$ cat src/include/gpio_ports_defines.svh
`ifndef GPIO_PORTS_DEFINES_SVH
`define GPIO_PORTS_DEFINES_SVH
// ***************************************************
// register indices, byte address is four times index
// ***************************************************
`define LOW_PORT_DATA_IDX 10'h000
`define HIGH_PORT_DATA_IDX 10'h001
`define LOW_PORT_DIRECTION_IDX 10'h002
`define HIGH_PORT_CONTROL_IDX 10'h004
`define HIGH_PORT_FUNCTION_IDX 10'h005
// ***************************************************
// reset values
// ***************************************************
`define LOW_PORT_DATA_RST 8'h00
`define HIGH_PORT_DATA_RST 8'h00
`define LOW_PORT_DIRECTION_RST 8'h00
`define HIGH_PORT_CONTROL_RST 8'h00
`define HIGH_PORT_FUNCTION_RST 8'h00
`endif

$ cat src/include/gpio_ports_pkg.sv
`default_nettype none
package gpio_ports_pkg;
   // ***************************************************
   // register select
   // ***************************************************
   typedef enum logic [2:0] {
      SEL_LOW_DATA,
      SEL_HIGH_DATA,
      SEL_LOW_DIR,
      SEL_HIGH_CTL,
      SEL_HIGH_FN,
      SEL_NONE
   } reg_sel_t;
   // ***************************************************
   // whole state of the block
   // ***************************************************
   typedef struct packed {
      logic [7:0] low_latch;
      logic [7:0] high_latch;
      logic [7:0] low_dir;
      logic [7:0] high_ctl;
      logic [7:0] high_fn;
      logic [15:0] sync1;
      logic [15:0] sync2;
      logic [15:0] sync3;
      logic [15:0] pin_filt;
      logic [7:0] low_out;
      logic [7:0] low_oe;
      logic [7:0] high_out;
      logic [7:0] high_oe;
      logic pready;
      logic pslverr;
      logic [31:0] prdata;
   } state_t;
endpackage
`default_nettype wire

$ cat src/rtl/gpio_ports_with_data_bus.sv
// Operation
// - low port pins each input or output
// - reset clears low direction, all inputs
// - memory write drives data 0-7, any memory access clears direction
// - high port pins may be data 8-15
// - reset clears high latch, control, function
//
// The APB slave port was left to the implementer.
`include "gpio_ports_defines.svh"
`default_nettype none
module gpio_ports_with_data_bus
   import gpio_ports_pkg::*;
(
   // clock and reset
   input wire logic CORE_CLK,
   input wire logic ARST_N,
   // apb slave
   input wire logic PSEL,
   input wire logic PENABLE,
   input wire logic PWRITE,
   input wire logic [11:0] PADDR,
   input wire logic [31:0] PWDATA,
   output logic [31:0] PRDATA,
   output logic PREADY,
   output logic PSLVERR,
   // external memory access from bus controller
   input wire logic MEM_ACCESS,
   input wire logic MEM_WRITE,
   input wire logic [15:0] MEM_WDATA,
   output logic [15:0] MEM_RDATA,
   // low byte pins
   input wire logic [7:0] LOW_PIN_IN,
   output logic [7:0] LOW_PIN_OUT,
   output logic [7:0] LOW_PIN_OE,
   // high byte pins
   input wire logic [7:0] HIGH_PIN_IN,
   output logic [7:0] HIGH_PIN_OUT,
   output logic [7:0] HIGH_PIN_OE
);
   // ***************************************************
   // address decode
   // ***************************************************
   function automatic reg_sel_t decode_addr(input logic [11:0] addr);
      reg_sel_t sel;
      sel = SEL_NONE;
      if (addr[1:0] == 2'h0) begin
         unique case (addr[11:2])
            `LOW_PORT_DATA_IDX: sel = SEL_LOW_DATA;
            `HIGH_PORT_DATA_IDX: sel = SEL_HIGH_DATA;
            `LOW_PORT_DIRECTION_IDX: sel = SEL_LOW_DIR;
            `HIGH_PORT_CONTROL_IDX: sel = SEL_HIGH_CTL;
            `HIGH_PORT_FUNCTION_IDX: sel = SEL_HIGH_FN;
            default: sel = SEL_NONE;
         endcase
      end
      return sel;
   endfunction

   state_t r;
   state_t nxt;
   reg_sel_t sel;
   logic wr_done;
   logic acc_first;
   logic [7:0] low_rd_mix;
   logic [7:0] high_rd_mix;
   logic [7:0] high_out_mode;
   logic [7:0] high_bus_mode;

   assign sel = decode_addr(PADDR);
   assign acc_first = PSEL && PENABLE && !r.pready;
   assign wr_done = PSEL && PENABLE && r.pready && PWRITE;
   assign high_out_mode = ~r.high_fn & r.high_ctl;
   assign high_bus_mode = r.high_fn & ~r.high_ctl;

   // ***************************************************
   // next state
   // ***************************************************
   always_comb begin
      nxt = r;
      // three stage pin sampler, change taken when stages two and three agree
      nxt.sync1 = {HIGH_PIN_IN, LOW_PIN_IN};
      nxt.sync2 = r.sync1;
      nxt.sync3 = r.sync2;
      for (int i = 0; i < 16; i++) begin
         if (r.sync2[i] == r.sync3[i]) begin
            nxt.pin_filt[i] = r.sync3[i];
         end
      end
      // read view: latch for output pins, pin level otherwise
      low_rd_mix = (r.low_dir & r.low_latch) | (~r.low_dir & r.pin_filt[7:0]);
      high_rd_mix = (high_out_mode & r.high_latch) | (~high_out_mode & r.pin_filt[15:8]);
      // register writes, latch only
      if (wr_done) begin
         unique case (sel)
            SEL_LOW_DATA: nxt.low_latch = PWDATA[7:0];
            SEL_HIGH_DATA: nxt.high_latch = PWDATA[7:0];
            SEL_LOW_DIR: nxt.low_dir = PWDATA[7:0];
            SEL_HIGH_CTL: nxt.high_ctl = PWDATA[7:0];
            SEL_HIGH_FN: nxt.high_fn = PWDATA[7:0];
            SEL_NONE: nxt.low_dir = r.low_dir;
         endcase
      end
      // memory access owns the low direction register
      if (MEM_ACCESS) begin
         nxt.low_dir = 8'h00;
      end
      // apb answer, one wait cycle
      nxt.pready = acc_first;
      nxt.pslverr = 1'b0;
      if (acc_first) begin
         nxt.prdata = 32'h0000_0000;
         nxt.pslverr = (sel == SEL_NONE);
         if (!PWRITE) begin
            unique case (sel)
               SEL_LOW_DATA: nxt.prdata[7:0] = low_rd_mix;
               SEL_HIGH_DATA: nxt.prdata[7:0] = high_rd_mix;
               SEL_LOW_DIR, SEL_HIGH_CTL, SEL_HIGH_FN, SEL_NONE: nxt.prdata = 32'h0000_0000;
            endcase
         end
      end
      // low pins
      if (MEM_ACCESS) begin
         nxt.low_oe = {8{MEM_WRITE}};
         nxt.low_out = MEM_WDATA[7:0];
      end else begin
         nxt.low_oe = r.low_dir;
         nxt.low_out = r.low_latch;
      end
      // high pins; function and control both set leaves the pin undriven
      for (int i = 0; i < 8; i++) begin
         if (high_bus_mode[i]) begin
            nxt.high_oe[i] = MEM_ACCESS && MEM_WRITE;
            nxt.high_out[i] = MEM_WDATA[8 + i];
         end else begin
            nxt.high_oe[i] = high_out_mode[i];
            nxt.high_out[i] = r.high_latch[i];
         end
      end
   end

   // ***************************************************
   // state register
   // ***************************************************
   always_ff @(posedge CORE_CLK or negedge ARST_N) begin
      if (!ARST_N) begin
         r <= '0;
         r.low_latch <= `LOW_PORT_DATA_RST;
         r.high_latch <= `HIGH_PORT_DATA_RST;
         r.low_dir <= `LOW_PORT_DIRECTION_RST;
         r.high_ctl <= `HIGH_PORT_CONTROL_RST;
         r.high_fn <= `HIGH_PORT_FUNCTION_RST;
      end else begin
         r <= nxt;
      end
   end

   // ***************************************************
   // outputs
   // ***************************************************
   assign PRDATA = r.prdata;
   assign PREADY = r.pready;
   assign PSLVERR = r.pslverr;
   assign MEM_RDATA = r.pin_filt;
   assign LOW_PIN_OUT = r.low_out;
   assign LOW_PIN_OE = r.low_oe;
   assign HIGH_PIN_OUT = r.high_out;
   assign HIGH_PIN_OE = r.high_oe;

   // ***************************************************
   // assertion helpers
   // ***************************************************
   logic [7:0] mem_wlow;
   logic [7:0] mem_whigh;
   logic [7:0] wdata_byte;
   logic [7:0] high_role_oe;
   logic [7:0] high_both_set;

   assign mem_wlow = MEM_WDATA[7:0];
   assign mem_whigh = MEM_WDATA[15:8];
   assign wdata_byte = PWDATA[7:0];
   assign high_role_oe = high_out_mode | (high_bus_mode & {8{MEM_ACCESS && MEM_WRITE}});
   assign high_both_set = r.high_fn & r.high_ctl;
endmodule
`default_nettype wire

$ cat config.mk
export PLATFORM = sky130hd
export DESIGN_NAME = gpio_ports_with_data_bus
export DESIGN_NICKNAME = d
export VERILOG_FILES = /design/src/include/gpio_ports_pkg.sv /design/src/rtl/gpio_ports_with_data_bus.sv
export VERILOG_INCLUDE_DIRS = /design/src /design/src/include
export SDC_FILE = /design/constraint.sdc
export NUM_CORES = 1
export LEC_CHECK = 0
export BUFFER_PORTS_ARGS = -buffer_cell sky130_fd_sc_hd__buf_2
export CAP_MARGIN = 10
export CELL_PAD_IN_SITES_DETAIL_PLACEMENT = 0
export CELL_PAD_IN_SITES_GLOBAL_PLACEMENT = 1
export CORE_MARGIN = 2
export CORE_UTILIZATION = 45
export DETAILED_ROUTE_END_ITERATION = 12
export PLACE_DENSITY_LB_ADDON = 0.2
export SYNTH_ARGS = -nofsm -noshare
export SYNTH_HDL_FRONTEND = slang
export SYNTH_SLANG_ARGS = --single-unit
$ cat constraint.sdc
create_clock -name CORE_CLK -period 4.15 [get_ports CORE_CLK]
set_input_delay 1.245 -clock CORE_CLK [delete_from_list [all_inputs] [get_ports CORE_CLK]]
set_output_delay 1.245 -clock CORE_CLK [all_outputs]
set_load 0.01 [all_outputs]
==> flow_metrics.env <==
export IMPL_status="finished clean"
export IMPL_antenna_cells=0
export IMPL_io_pins=165
export IMPL_dp_slack_ns=0.720
export IMPL_dp_hpwl_microns=7540
export IMPL_muxShareOfSynthArea=0.134
export IMPL_hold_path_class="reg2reg"
export IMPL_finalSetupViolations=0
export IMPL_post_route_period_util=0.714
export IMPL_via_per_inst=4.74
export IMPL_synth_fa_ha_area_frac=0.0275
export IMPL_syn_to_final_growth_pct=15.6
export IMPL_pwr_share_clk=0.468
export IMPL_hold_viol_final=0
export IMPL_finalClockSkew_ns=0.00495
export IMPL_postCtsHoldBufs=0
export IMPL_numClockSinks=146
export IMPL_grt_pass1_vias=3335
export IMPL_postLayoutCoreUtil=0.533
export IMPL_yosysSeqAreaShare=0.628
export IMPL_fin_crit_ns=2.96
export IMPL_root_buffer="clkbuf_16"
export IMPL_crit_arrival_ns=3.25
export IMPL_die_area_sq_um=13900
export IMPL_power_density_nw_per_um2=466
export IMPL_start_util=0.461
export IMPL_p_sw_frac=0.208
export IMPL_vias=3182
export IMPL_worstPathRequired_ns=4.44
export IMPL_place_area_sq_um=6150
export IMPL_end_kind="flop"
export IMPL_core_area_sq_um=12600
export IMPL_cts_buffers=17
export IMPL_synthFlopType="dfrtp_1"
export IMPL_synth_xor_area_share=0
export IMPL_synthCells=411
export IMPL_cts_htree_levels=4
export IMPL_drv_cap=0
export IMPL_grt_max_degree=60
export IMPL_synth_cell_types=31
export IMPL_firstDrtPassIters=4
export IMPL_synth_compound_area_frac=0.0402
export IMPL_worstSetupPathType="in2reg"
export IMPL_final_area_sq_um=6720
export IMPL_ys_warn_count=0
export IMPL_ys_ff_latch=146
export IMPL_grt_pass1_wl_microns=17900
export IMPL_fillCellCount=1116
export IMPL_clk_pin_slew_ns=0.06
export IMPL_setup_slack_ns=1.19
export IMPL_port_buffers=116
export IMPL_grt_setup_unrepaired="no"
export IMPL_cts_buffer_depth=2
export IMPL_start_kind="input port"
export IMPL_drt_iter0_drc=147
export IMPL_fin_setup_tns_ns=0
export IMPL_register_area_sq_um=3650
export IMPL_insertion_delay_ns=0.41
export IMPL_final_nets=571
export IMPL_fmaxAchievable_mhz=338
export IMPL_synth_edf_count=0
export IMPL_power_internal_mw=2.48
export IMPL_crit_fanout=5
export IMPL_whs_ns=0.343
export IMPL_antenna_found_initial=0
export IMPL_gr_total_overflow=0
export IMPL_drt_total_wl_microns=10900
export IMPL_rows=41
export IMPL_async_reset_ff_frac=1.00
export IMPL_avgSynthCellArea_sq_um=14.2
export IMPL_switchingPower_uw=652
export IMPL_synth_top_family_by_area="multiplexers"
export IMPL_drc_errors=0
export IMPL_p_leak_nw=3.37
export IMPL_multi_input_comb_area_sq_um=1600
export IMPL_drive_above_1_share=0.424
export IMPL_pwr_share_seq=0.479
export IMPL_p_comb_frac=0.053
export IMPL_cts_tree="built"
export IMPL_antenna_left=0
export IMPL_gp_congestion=0.736
export IMPL_die_w_microns=118
export IMPL_post_cts_buffers=0
export IMPL_drv_slew=0
export IMPL_synth_area_sq_um=5820
export IMPL_slew_headroom=0.609
export IMPL_ctsResizeCount=0
export IMPL_peakVddDrop_v=0.000228
export IMPL_yosys_area_share_simple=0.0548
export IMPL_tightest_slew_ns=0.581
export IMPL_wire_per_inst_microns=16.3
export IMPL_grt_use_total=0.171
export IMPL_die_h_microns=118
==> placed cells by master (no fill, tap or decap), drive strengths merged <==
cell / netlist / final
nand3: 1 / 1
nor2: 10 / 10
inv: 10 / 10
buf: 83 / 122
o22ai: 8 / 8
or4b: 1 / 1
or4: 2 / 2
mux2i: 24 / 24
clkinv: 0 / 3
bufinv: 0 / 2
nand2b: 5 / 5
nand3b: 1 / 1
conb: 1 / 24
mux2: 48 / 48
nand4: 2 / 2
nor4: 4 / 4
o21ai: 11 / 11
a31o: 6 / 6
nor3: 1 / 1
nor2b: 12 / 12
clkbuf: 4 / 26
a31oi: 1 / 1
a22o: 8 / 8
or2: 1 / 1
nand2: 3 / 3
nor4bb: 1 / 1
dfrtp: 146 / 146
nor4b: 1 / 1
maj3: 16 / 16
==> synth_stat cells, drive strengths merged, types with 2 or more instances <==
| master | instances | share of area |
|---|---|---|
| or4 | 2 | 0.0039 |
| a31o | 6 | 0.0090 |
| mux2 | 48 | 0.093 |
| inv | 10 | 0.0065 |
| nor2 | 10 | 0.0065 |
| nor2b | 12 | 0.013 |
| nand2 | 3 | 0.0019 |
| clkbuf | 4 | 0.0026 |
| nand2b | 5 | 0.0054 |
| nor4 | 4 | 0.0095 |
| nand4 | 2 | 0.0032 |
| buf | 83 | 0.11 |
| o21ai | 11 | 0.0095 |
| dfrtp | 146 | 0.63 |
| a22o | 8 | 0.012 |
| o22ai | 8 | 0.0086 |
| mux2i | 24 | 0.041 |
| maj3 | 16 | 0.028 |
==> power by group through the flow <==
stage | clock (mW) | combinational (mW) | sequential [mW]
2_1_floorplan | 0 | 0.115 | 1.52
3_3_place_gp | 0 | 0.168 | 1.52
3_5_place_dp | 0 | 0.171 | 1.53
4_1_cts | 1.50 | 0.172 | 1.50
5_1_grt | 1.56 | 0.187 | 1.51
6_report | 1.46 | 0.167 | 1.50
==> cell families (layout without fill, tap and decap cells) <==
kind of cell             after synthesis  in the layout
flip-flops                           146            146
buffers and inverters                 97            163
multiplexers                          72             72
AND/OR/NAND/NOR                       45             45
AO/OA/AOI/OAI                         34             34
adder cells (fa/ha/maj)               16             16
other                                  1             24
==> area by class of cell <==
| cell class | instances | share of cell area |
|---|---|---|
| clock buffer | 26 | 0.0742 |
| clock inverter | 5 | 0.0112 |
| inverter | 10 | 0.00558 |
| multi-input combinational | 191 | 0.238 |
| sequential | 146 | 0.543 |
| tap | 172 | 0.0320 |
| timing repair buffer | 122 | 0.0958 |
==> through the flow <==
stage | instances | power [mW]
final | 672 | 3.13
after global routing | 672 | 3.26
after CTS | 672 | 3.17
after detailed placement | 641 | 1.70
after global placement | 641 | 1.69
after floorplan | 434 | 1.63
==> worst max-delay path, cell delays in order <==
cell and delay (ns):
buf_2 0.10, or4_4 0.58, nor4_1 0.19, nor4bb_4 0.54, buf_4 0.26, mux2_2 0.34
==> registers in the layout, indices dropped and copies added (netlist names) <==
register / flops
r: 56
nxt: 32
MEM_RDATA: 16
HIGH_PIN_OE: 8
HIGH_PIN_OUT: 8
LOW_PIN_OE: 8
LOW_PIN_OUT: 8
PRDATA: 8
PREADY: 1
PSLVERR: 1
==> metal layers <==
metal | global-route usage | vias up | wire, microns
met5 | 0 | - | 0
met4 | 0.0648 | 0 | 153
met3 | 0.0528 | 12 | 566
met2 | 0.264 | 97 | 5240
met1 | 0.229 | 1606 | 4960
li1 | - | 1467 | -
==> final timing paths <==
check,to,slack (ns),cells past startpoint,from
worst max-delay path,r[142],1.19,6,PADDR[1]
worst min-delay path,nxt[89],0.34,0,nxt[105]
worst max register to register,r[142],2.12,4,PREADY
worst min register to register,nxt[89],0.34,0,nxt[105]
max in group asynchronous,r[87],2.51,2,ARST_N
min in group asynchronous,r[95],0.79,1,ARST_N
Note: power is estimated with default switching activity, not from simulation.
